## src/common/qtec_pkg.sv

```systemverilog
// Shared constants of the quad timer / event counter.
// Assumes one core clock that also serves as the oscillator reference.
package qtec_pkg;

    // ****************************************
    // Widths
    // ****************************************
    localparam int TMR_W   = 8;
    localparam int PRE_W   = 12;
    localparam int NUM_TMR = 4;
    localparam int NUM_PIN = 6;

    // ****************************************
    // Reset values
    // ****************************************
    localparam logic [7:0] MATCH_RST = 8'h00;
    localparam logic [7:0] COUNT_RST = 8'h00;
    localparam logic [7:0] CAPT_RST  = 8'h00;

    // ****************************************
    // Clock select codes
    // ****************************************
    localparam logic [2:0] CKSEL_EXT   = 3'h7;
    localparam logic [1:0] CKSEL_CHAIN = 2'h3;

    // ****************************************
    // Port select bit positions
    // ****************************************
    localparam int EC_EN_A_BIT = 4;
    localparam int EC_EN_C_BIT = 5;

    // ****************************************
    // Pin slots in the synchroniser bank
    // ****************************************
    localparam int PIN_EV_A = 4;
    localparam int PIN_EV_C = 5;

    // ****************************************
    // Prescaler tap per code: ratio is 2**tap
    // ****************************************
    localparam logic [3:0] DIV_A [0:6] = '{4'h1, 4'h2, 4'h3, 4'h5, 4'h7, 4'h9, 4'hB};
    localparam logic [3:0] DIV_B [0:2] = '{4'h0, 4'h1, 4'h3};
    localparam logic [3:0] DIV_C [0:6] = '{4'h1, 4'h2, 4'h3, 4'h4, 4'h6, 4'h8, 4'hA};
    localparam logic [3:0] DIV_D [0:2] = '{4'h0, 4'h2, 4'h4};

endpackage

```

## src/qtec_top.sv

```systemverilog
// Quad 8-bit timer / event counter with pair cascade and capture.
// Assumes clk is the oscillator reference; pins arrive asynchronously.
`timescale 1ns/1ps
module qtec_top
    import qtec_pkg::*;
(
    // Clock and reset
    input  wire logic             clk,
    input  wire logic             rst,
    // Mode pair A/B
    input  wire logic             pair_cascade_sel_ab,
    input  wire logic             capture_sel_a,
    input  wire logic             capture_sel_b,
    input  wire logic             pwm_enable_b,
    input  wire logic [2:0]       clk_sel_a,
    input  wire logic [1:0]       clk_sel_b,
    // Mode pair C/D
    input  wire logic             pair_cascade_sel_cd,
    input  wire logic             capture_sel_c,
    input  wire logic             capture_sel_d,
    input  wire logic             pwm_enable_d,
    input  wire logic [2:0]       clk_sel_c,
    input  wire logic [1:0]       clk_sel_d,
    // Port select
    input  wire logic [7:0]       port_select_reg,
    // Match value writes
    input  wire logic             match_wr_a,
    input  wire logic             match_wr_b,
    input  wire logic             match_wr_c,
    input  wire logic             match_wr_d,
    input  wire logic [7:0]       match_wdata,
    // Flag clears
    input  wire logic             flag_clr_a,
    input  wire logic             flag_clr_b,
    input  wire logic             flag_clr_c,
    input  wire logic             flag_clr_d,
    // External pins
    input  wire logic             event_pin_a,
    input  wire logic             event_pin_c,
    input  wire logic             capture_pin_a,
    input  wire logic             capture_pin_b,
    input  wire logic             capture_pin_c,
    input  wire logic             capture_pin_d,
    // Match values
    output logic [7:0]            match_value_a,
    output logic [7:0]            match_value_b,
    output logic [7:0]            match_value_c,
    output logic [7:0]            match_value_d,
    // Counts
    output logic [7:0]            count_a,
    output logic [7:0]            count_b,
    output logic [7:0]            count_c,
    output logic [7:0]            count_d,
    // Captured values
    output logic [7:0]            captured_value_a,
    output logic [7:0]            captured_value_b,
    output logic [7:0]            captured_value_c,
    output logic [7:0]            captured_value_d,
    // Match flags
    output logic                  match_flag_a,
    output logic                  match_flag_b,
    output logic                  match_flag_c,
    output logic                  match_flag_d
);

    // ****************************************
    // Per-timer bundles
    // ****************************************
    logic [TMR_W-1:0]   match_val [NUM_TMR];
    logic [TMR_W-1:0]   count     [NUM_TMR];
    logic [TMR_W-1:0]   next_count[NUM_TMR];
    logic [TMR_W-1:0]   capt      [NUM_TMR];
    logic [TMR_W-1:0]   next_capt [NUM_TMR];
    logic               capt_load [NUM_TMR];
    logic [NUM_TMR-1:0] flag;
    logic [NUM_TMR-1:0] inc;
    logic               hit       [NUM_TMR];
    logic [NUM_TMR-1:0] cap_sel;
    logic [NUM_TMR-1:0] match_wr;
    logic [NUM_TMR-1:0] flag_clr;
    logic [1:0]         casc;
    logic [1:0]         cap16;
    logic [PRE_W-1:0]   tick;
    logic [NUM_PIN-1:0] pin_raw;
    logic [NUM_PIN-1:0] pin_rise;

    assign cap_sel  = {capture_sel_d, capture_sel_c, capture_sel_b, capture_sel_a};
    assign match_wr = {match_wr_d, match_wr_c, match_wr_b, match_wr_a};
    assign flag_clr = {flag_clr_d, flag_clr_c, flag_clr_b, flag_clr_a};
    assign pin_raw  = {event_pin_c, event_pin_a, capture_pin_d,
                       capture_pin_c, capture_pin_b, capture_pin_a};

    // ****************************************
    // Elaboration checks
    // ****************************************
    if (PRE_W <= int'(DIV_A[6])) begin : g_bad_pre
        $error("qtec_top: prescaler too narrow for the slowest tap");
    end

    // ****************************************
    // Prescaler
    // ****************************************
    qtec_prescaler #(
        .WIDTH (PRE_W)
    ) u_pre (
        .clk   (clk),
        .rst   (rst),
        .tick  (tick)
    );

    // ****************************************
    // Pin synchronisers
    // ****************************************
    genvar s;
    generate
        for (s = 0; s < NUM_PIN; s++) begin : g_sync
            qtec_edge_sync u_sync (
                .clk  (clk),
                .rst  (rst),
                .pin  (pin_raw[s]),
                .rise (pin_rise[s])
            );
        end
    endgenerate

    // ****************************************
    // Mode decode
    // ****************************************
    always_comb begin
        casc[0]  = pair_cascade_sel_ab & (clk_sel_b == CKSEL_CHAIN);
        casc[1]  = pair_cascade_sel_cd & (clk_sel_d == CKSEL_CHAIN);
        cap16[0] = casc[0] & capture_sel_a & capture_sel_b;
        cap16[1] = casc[1] & capture_sel_c & capture_sel_d;
    end

    // ****************************************
    // Count sources
    // ****************************************
    always_comb begin
        // Timer A: event pin or 2..2048
        if (clk_sel_a == CKSEL_EXT) begin
            inc[0] = port_select_reg[EC_EN_A_BIT] & pin_rise[PIN_EV_A];
        end else begin
            inc[0] = tick[DIV_A[clk_sel_a]];
        end
        // Timer B: 1, 2, 8 or chained
        if (clk_sel_b == CKSEL_CHAIN || pwm_enable_b) begin
            inc[1] = 1'b0;
        end else begin
            inc[1] = tick[DIV_B[clk_sel_b]];
        end
        // Timer C: event pin or 2..1024
        if (clk_sel_c == CKSEL_EXT) begin
            inc[2] = port_select_reg[EC_EN_C_BIT] & pin_rise[PIN_EV_C];
        end else begin
            inc[2] = tick[DIV_C[clk_sel_c]];
        end
        // Timer D: 1, 4, 16
        if (clk_sel_d == CKSEL_CHAIN || pwm_enable_d) begin
            inc[3] = 1'b0;
        end else begin
            inc[3] = tick[DIV_D[clk_sel_d]];
        end
    end

    // ****************************************
    // Match value registers
    // ****************************************
    genvar m;
    generate
        for (m = 0; m < NUM_TMR; m++) begin : g_match
            always_ff @(posedge clk) begin
                if (rst) begin
                    match_val[m] <= MATCH_RST;
                end else if (match_wr[m]) begin
                    match_val[m] <= match_wdata;
                end
            end
        end
    endgenerate

    // ****************************************
    // Pair counting logic
    // ****************************************
    genvar p;
    generate
        for (p = 0; p < 2; p++) begin : g_pair
            localparam int LO = 2 * p;
            localparam int HI = 2 * p + 1;

            logic [2*TMR_W-1:0] cnt16;
            logic [2*TMR_W-1:0] mat16;
            logic               cap_ev16;
            logic               cap_ev_lo;
            logic               cap_ev_hi;

            assign cnt16 = {count[HI], count[LO]};
            assign mat16 = {match_val[HI], match_val[LO]};

            always_comb begin
                cap_ev16  = cap16[p] & pin_rise[LO];
                cap_ev_lo = ~casc[p] & cap_sel[LO] & pin_rise[LO];
                cap_ev_hi = ~casc[p] & cap_sel[HI] & pin_rise[HI];
                next_count[LO] = count[LO];
                next_count[HI] = count[HI];
                next_capt[LO]  = capt[LO];
                next_capt[HI]  = capt[HI];
                capt_load[LO]  = 1'b0;
                capt_load[HI]  = 1'b0;
                hit[LO]        = 1'b0;
                hit[HI]        = 1'b0;
                if (casc[p]) begin
                    if (cap_ev16) begin
                        next_capt[LO]  = count[LO];
                        next_capt[HI]  = count[HI];
                        capt_load[LO]  = 1'b1;
                        capt_load[HI]  = 1'b1;
                        next_count[LO] = COUNT_RST;
                        next_count[HI] = COUNT_RST;
                    end else if (inc[LO]) begin
                        if (cnt16 == mat16) begin
                            hit[LO]        = 1'b1;
                            next_count[LO] = COUNT_RST;
                            next_count[HI] = COUNT_RST;
                        end else begin
                            {next_count[HI], next_count[LO]} = cnt16 + 16'h0001;
                        end
                    end
                end else begin
                    if (cap_ev_lo) begin
                        next_capt[LO]  = count[LO];
                        capt_load[LO]  = 1'b1;
                        next_count[LO] = COUNT_RST;
                    end else if (inc[LO]) begin
                        if (count[LO] == match_val[LO]) begin
                            hit[LO]        = 1'b1;
                            next_count[LO] = COUNT_RST;
                        end else begin
                            next_count[LO] = count[LO] + 8'h01;
                        end
                    end
                    if (cap_ev_hi) begin
                        next_capt[HI]  = count[HI];
                        capt_load[HI]  = 1'b1;
                        next_count[HI] = COUNT_RST;
                    end else if (inc[HI]) begin
                        if (count[HI] == match_val[HI]) begin
                            hit[HI]        = 1'b1;
                            next_count[HI] = COUNT_RST;
                        end else begin
                            next_count[HI] = count[HI] + 8'h01;
                        end
                    end
                end
            end
        end
    endgenerate

    // ****************************************
    // Count and capture registers
    // ****************************************
    genvar t;
    generate
        for (t = 0; t < NUM_TMR; t++) begin : g_tmr
            always_ff @(posedge clk) begin
                if (rst) begin
                    count[t] <= COUNT_RST;
                end else begin
                    count[t] <= next_count[t];
                end
            end

            always_ff @(posedge clk) begin
                if (rst) begin
                    capt[t] <= CAPT_RST;
                end else if (capt_load[t]) begin
                    capt[t] <= next_capt[t];
                end
            end

            // Set wins over clear
            always_ff @(posedge clk) begin
                if (rst) begin
                    flag[t] <= 1'b0;
                end else if (hit[t]) begin
                    flag[t] <= 1'b1;
                end else if (flag_clr[t]) begin
                    flag[t] <= 1'b0;
                end
            end
        end
    endgenerate

    // ****************************************
    // Outputs
    // ****************************************
    assign match_value_a    = match_val[0];
    assign match_value_b    = match_val[1];
    assign match_value_c    = match_val[2];
    assign match_value_d    = match_val[3];
    assign count_a          = count[0];
    assign count_b          = count[1];
    assign count_c          = count[2];
    assign count_d          = count[3];
    assign captured_value_a = capt[0];
    assign captured_value_b = capt[1];
    assign captured_value_c = capt[2];
    assign captured_value_d = capt[3];
    assign match_flag_a     = flag[0];
    assign match_flag_b     = flag[1];
    assign match_flag_c     = flag[2];
    assign match_flag_d     = flag[3];

endmodule

```

## src/qtec_prescaler.sv

```systemverilog
// Free-running prescaler with one tick per power-of-two ratio.
// Assumes tick k fires once every 2*(2**k) clocks.
`timescale 1ns/1ps
module qtec_prescaler
    import qtec_pkg::*;
#(
    parameter int WIDTH = PRE_W
) (
    // Clock and reset
    input  wire logic             clk,
    input  wire logic             rst,
    // Ticks
    output logic [WIDTH-1:0]      tick
);

    generate
        if (WIDTH < 1) begin : g_bad_width
            $error("qtec_prescaler: WIDTH must be at least 1");
        end
    endgenerate

    logic [WIDTH-1:0] pre;

    always_ff @(posedge clk) begin
        if (rst) begin
            pre <= '0;
        end else begin
            pre <= pre + 1'b1;
        end
    end

    // Tick k when the low k+1 bits are all ones
    genvar k;
    generate
        for (k = 0; k < WIDTH; k++) begin : g_tap
            assign tick[k] = &pre[k:0];
        end
    endgenerate

endmodule

```

## src/qtec_edge_sync.sv

```systemverilog
// Two-stage synchroniser with a rising edge pulse.
// Assumes the pin is asynchronous to clk.
`timescale 1ns/1ps
module qtec_edge_sync (
    // Clock and reset
    input  wire logic clk,
    input  wire logic rst,
    // Pin side
    input  wire logic pin,
    // Core side
    output logic      rise
);

    logic meta;
    logic sync;
    logic prev;

    always_ff @(posedge clk) begin
        if (rst) begin
            meta <= 1'b0;
            sync <= 1'b0;
            prev <= 1'b0;
        end else begin
            meta <= pin;
            sync <= meta;
            prev <= sync;
        end
    end

    // One pulse per rising edge
    assign rise = sync & ~prev;

endmodule

```

## config.mk

```make
export PLATFORM = sky130hd
export DESIGN_NAME = qtec_top
export DESIGN_NICKNAME = d
export VERILOG_FILES = /design/src/common/qtec_pkg.sv /design/src/qtec_top.sv /design/src/qtec_prescaler.sv /design/src/qtec_edge_sync.sv
export SDC_FILE = /design/constraint.sdc
export NUM_CORES = 1
export LEC_CHECK = 0
export BUFFER_PORTS_ARGS = -buffer_cell sky130_fd_sc_hd__buf_2
export CAP_MARGIN = 20
export CORE_MARGIN = 2
export CORE_UTILIZATION = 45
export DETAILED_ROUTE_END_ITERATION = 12
export PLACE_DENSITY = 0.78
export SYNTH_ARGS = -nofsm -noshare
export SYNTH_HDL_FRONTEND = slang
export SYNTH_SLANG_ARGS = --single-unit
```

## constraint.sdc

```tcl
create_clock -name clk -period 4.45 [get_ports clk]
set_input_delay 0.445 -clock clk [delete_from_list [all_inputs] [get_ports clk]]
set_output_delay 0.445 -clock clk [all_outputs]
set_load 0.01 [all_outputs]
```

======== Word-level counts from Yosys, hierarchy flattened ========
Memories as Yosys holds them, arrays and structs flattened.
Index checks and enable logic that the tools add are counted.
storage, ports and cells
  memories kept ........................... 5
  bits of input ports ..................... 50
  bits in writable memories ............... 96
  memory bits (read-only) ................. 64
  output and inout bits ................... 100
  flip-flop bits (word level) ............. 34
  logic and storage cells ................. 245
memory list
  name             depth  bits a word  rd ports  clocked after Yosys merged registers in  write ports  line             RTL
  (no name shown)  8      4            1         0                                        0            qtec_top.sv:156  inc[2] = tick[DIV_C[clk_sel_c]];
  (no name shown)  8      4            1         0                                        0            qtec_top.sv:144  inc[0] = tick[DIV_A[clk_sel_a]];
  capt             4      8            4         0                                        4            qtec_top.sv:72   logic [TMR_W-1:0] capt [NUM_TMR];
  count            4      8            4         0                                        4            qtec_top.sv:70   logic [TMR_W-1:0] count [NUM_TMR];
  match_val        4      8            4         0                                        4            qtec_top.sv:69   logic [TMR_W-1:0] match_val [NUM_TMR];
operators by class
  add/subtract/negate cells ............... 7
  equal/unequal tests ..................... 10
  multiplexer cells ....................... 127
  magnitude comparators ................... 8
  bitwise operators ....................... 48
  reduce and logical (&&, ||, !) cells .... 17
operator list
  cell                     count
  $mux W8                  28
  $mux W16                 12
  $mux W1                  69
  $add A16 B1 Y16 const B  2
  $add A8 B1 Y8 const B    4
  $eq A16 B16 Y1           2
  $eq A8 B8 Y1             4
  $mux W4                  8
  $and A1 B1 Y1            24
  $lt A4 B5 Y1 const B     4
  $bmux W1 S4              4
  $bmux W4 S2              2
  $add A12 B1 Y12 const B  1
  $or A1 B1 Y1             12
  $reduce_and A12 Y1       1
  $reduce_and A11 Y1       1
  $reduce_and A10 Y1       1
  $reduce_and A9 Y1        1
  $ge A4 B4 Y1 const B     2
  $mux W2                  4
  $not A1 Y1               8
  $not A3 Y4               2
  $reduce_and A8 Y1        1
  $reduce_bool A2 Y1       4
  other kinds (11)         16

======== Logic depth before layout (Yosys ltp) ========
  word-level depth ........................ 11
  depth in mapped cells ................... 12
  mapped depth without buffers ............ 11

======== Cells and area by module ========
From an unflattened synthesis, not the netlist that was laid out.
second synthesis, totals
  cell total of the unflattened synthesis .. 680
  area, all modules ....................... 6995.5 um^2
modules (own cells, without submodules)
  module          area each (um^2)  times used  seq. area each (um^2)  cells each
  qtec_top        5931.9            1           2642.5                 579
  qtec_prescaler  538.0             1           240.2                  59
  qtec_edge_sync  87.6              6           60.1                   7

======== Worst setup path before layout ========
OpenSTA, ideal clock, no wires.
  path kind ............................... input-to-reg
  start point ............................. in clk_sel_c[0]
  end point ............................... mem count[3][5]
  setup time .............................. 0.139 ns
  path slack .............................. 1.927 ns
  data required time ...................... 4.311 ns
  path buffers ............................ 2
  data arrival time ....................... 2.383 ns
  stages .................................. 11
  cells stage by stage .................... buf_2 > inv_1 > ha_1 > a21boi_1 > o311ai_1 > nand4_1 > o211a_1 > a21bo_1 > buf_2 > a21oi_1 > a221oi_1
RTL lines
  what         line            RTL
  from (decl)  qtec_top.sv:22  input wire logic [2:0] clk_sel_c,
  to (decl)    qtec_top.sv:70

==> results_dict.tcl <==
set metrics [dict create \
    hold_buffers 0 \
    pwr-share-seq_pct 44.4 \
    htree_levels 4 \
    cap_violations 0 \
    io-pin-count 150 \
    initial_utilization_pct 45.7 \
    antenna_left 0 \
    final_cell_mix "buf_2 (143), dfxtp_1 (66), edfxtp_1 (64), and2_1 (55), nor2_1 (46)" \
    grt_remaining_overflow 0 \
    comb_power_share_pct 11.3 \
    ys_seq_elements 130 \
    p_clk_share_pct 44.3 \
    gr-usage-met3_pct 5.73 \
    dieWidth_um 125 \
    setup_violations 0 \
    tritoncts "done" \
    setup_ws_ns 1.36 \
    antennaDiodeCount 0 \
    outcome "completed" \
    first_pass_iters 7 \
    cp-start-kind "flip-flop" \
    hpwl_mm 11.9 \
    slew_violations 0 \
    vias_per_cell 5.59 \
    clk-insertion-delay-late_ns 0.42 \
    ys_types 75 \
    clock_sinks 130 \
    rsz0062_at_grt "no" \
    gp_congestion 0.883 \
    synth-main-ff-cell "dfxtp_1" \
    track_usage_pct 21.4 \
    slew_headroom_pct 40.8 \
    crit_type "flip-flop to flip-flop" \
    antenna_found_initial 1 \
    timing.hold.worst.start "capture_pin_a" \
    leakage_nw 3.46 \
    numPortBuffers 143 \
    cts_setup_buffers 0 \
    worstSetupStartpoint "u_pre.pre[0]" \
    sw_frac_of_total_pct 24.2 \
    dp.cells 969 \
    netSwitchingPower_w 0.000745 \
    synth_area_um2 6600 \
    crit_required_ns 4.79 \
    syn_nets 726 \
    met2_usage_pct 33.6 \
    end_kind "flip-flop" \
    fp.dieArea_um2 15600 \
    drc 0 \
    ir_drop_mv 0.260 \
    cp.arrival_ns 3.44 \
    fill_cells 1320 \
    fmax_mhz 323 \
    wl_per_cell_um 16.3 \
    fin_tns_setup_ns 0 \
    hold_violations 0 \
    synthArstFlopShare_pct 0 \
    synth-edff-count 64 \
    num_vias 5594 \
    p_int_w 0.00233 \
    root_buffer "clkbuf_16" \
    tightest_slew_ns 0.881 \
    grt_start_max_net_pins 68 \
    final_cells 1001 \
    synth-seq-area-share_pct 49.1 \
    fin_crit_ns 3.09 \
    powerDensity_nw_per_um2 381 \
    nets 872 \
    cts_resized 0 \
    clock_skew_ns 0.00808 \
    synth_area_per_cell_um2 10.0 \
    worst-path-max-fanout 9 \
    numCtsBuffers 17 \
    core_um2 14400 \
    clockBufferDepth 2 \
    dp_slack_ns 1.36 \
    synth_cells 658 \
    drt_iter0_drc 527 \
    final_common_cell "buf_2" \
    ys_warn_count 0 \
    hp-class "primary input to flip-flop" \
    fin_crit_sh_pct 69.5 \
    grt_first_pass_wirelength_mm 27.0 \
    syn_to_final_growth_pct 22.5 \
    regToRegStartpoint "u_pre.pre[0]" \
    drive_gt1_share_pct 24.1 \
    use_met1_pct 27.9 \
    grt_pass1_vias 5328 \
    routed_wl_mm 16.3 \
    clk_pin_slew_ns 0.05 \
    row_count 44 \
    grt-busiest-layer "met2" \
    die_h_um 125 \
]
[critical path, stage by stage, from the launching register on]
cell,delay [ns]
dfxtp_1,0.53
ha_1,0.36
nand3_2,0.17
inv_1,0.15
ha_1,0.29
a211o_1,0.17
a32o_1,0.13
o2111ai_1,0.12
a31oi_2,0.35
nand2b_2,0.16
or4_1,0.44
a21oi_1,0.15
[metrics by stage]
step / instance area, µm² / total power, W / hold slack, ns / util (%)
final: 8090 / 0.00308 / 0.230 / 56.1
after global routing: 8090 / 0.00321 / 0.233 / 56.1
after CTS: 8090 / 0.00310 / 0.217 / 56.1
after detailed placement: 7510 / 0.00173 / 0.427 / 52.0
after global placement: 7510 / 0.00173 / 0.416 / 52.0
after floorplan: 6600 / 0.00160 / 0.414 / -
[power groups by stage]
stage	combinational [W]	clock, W	sequential (W)
after floorplan	0.000196	0	0.00140
after global placement	0.000337	0	0.00139
after detailed placement	0.000342	0	0.00139
after CTS	0.000346	0.00139	0.00137
after global routing	0.000383	0.00145	0.00137
final	0.000347	0.00137	0.00137
[kinds of logic (layout without fill, tap and decap cells)]
logic type / Yosys count / count (layout) / share of synthesized area (%)
xor gates and xnor gates: 41 / 41 / 5.44
adders and majority gates: 18 / 18 / 3.41
and+or+nand+nor: 281 / 281 / 23.8
buffers and inverters: 48 / 207 / 2.81
AOI/OAI and AO/OA: 134 / 134 / 14.5
muxes: 6 / 6 / 0.948
DFF: 130 / 130 / 49.1
[cell usage after synthesis (3+ instances only)]
cell type,number,area [µm²]
a211oi_1,4,30.0
a21o_1,5,37.5
a21oi_1,27,135
a221oi_1,6,52.6
a22oi_1,4,30.0
a31oi_1,12,75.1
and2_1,55,344
and3_1,7,43.8
buf_1,3,11.3
buf_2,4,20.0
clkbuf_1,13,48.8
dfxtp_1,66,1320
edfxtp_1,64,1920
ha_1,18,225
inv_1,28,105
mux2i_1,4,40.0
nand2_1,36,135
nand2b_1,8,50.1
nand3_1,24,120
nand3b_1,6,45.0
nand4_1,5,31.3
nand4b_1,3,26.3
nor2_1,46,173
nor2b_1,32,200
nor3_1,15,75.1
nor4_1,14,87.6
o211ai_1,7,52.6
o21ai_0,17,85.1
o21ai_1,3,15.0
o21bai_1,4,30.0
o31ai_1,4,30.0
o32ai_1,7,61.3
or2_2,7,43.8
or3_1,5,31.3
or3b_1,4,35.0
xor2_1,40,350
[worst paths after layout]
check             slack, ns                    end  depth (start not counted)
setup / recovery       1.36            count[0][5]                         11
hold / removal         0.23  g_sync[0].u_sync.meta                          2
setup reg to reg       1.36            count[0][5]                         11
hold reg to reg        0.43  g_sync[2].u_sync.sync                          1
[layer usage]
metal | share of wire, % | routed length, µm
met1 | 44 | 7240
met2 | 47 | 7690
met3 | 5.9 | 966
met4 | 2.7 | 434
met5 | 0.055 | 9
[sequential cells by signal (all words and copies together), names as in the netlist]
signal              cells
capt                   32
count                  32
match_val              32
u_pre.pre              12
g_sync.u_sync.meta      6
g_sync.u_sync.prev      6
g_sync.u_sync.sync      6
match_flag_a            1
match_flag_b            1
match_flag_c            1
match_flag_d            1
[final cells by class]
type | count | area (µm²) | share of cell area [%]
multi-input combinational | 480 | 3170 | 39.2
sequential | 130 | 3240 | 40.1
clock buffer | 26 | 499 | 6.17
tap | 184 | 230 | 2.85
clock inverter | 6 | 80.1 | 0.990
inverter | 28 | 105 | 1.30
timing repair buffer | 147 | 758 | 9.38
Power figures use the tool's default switching activity.
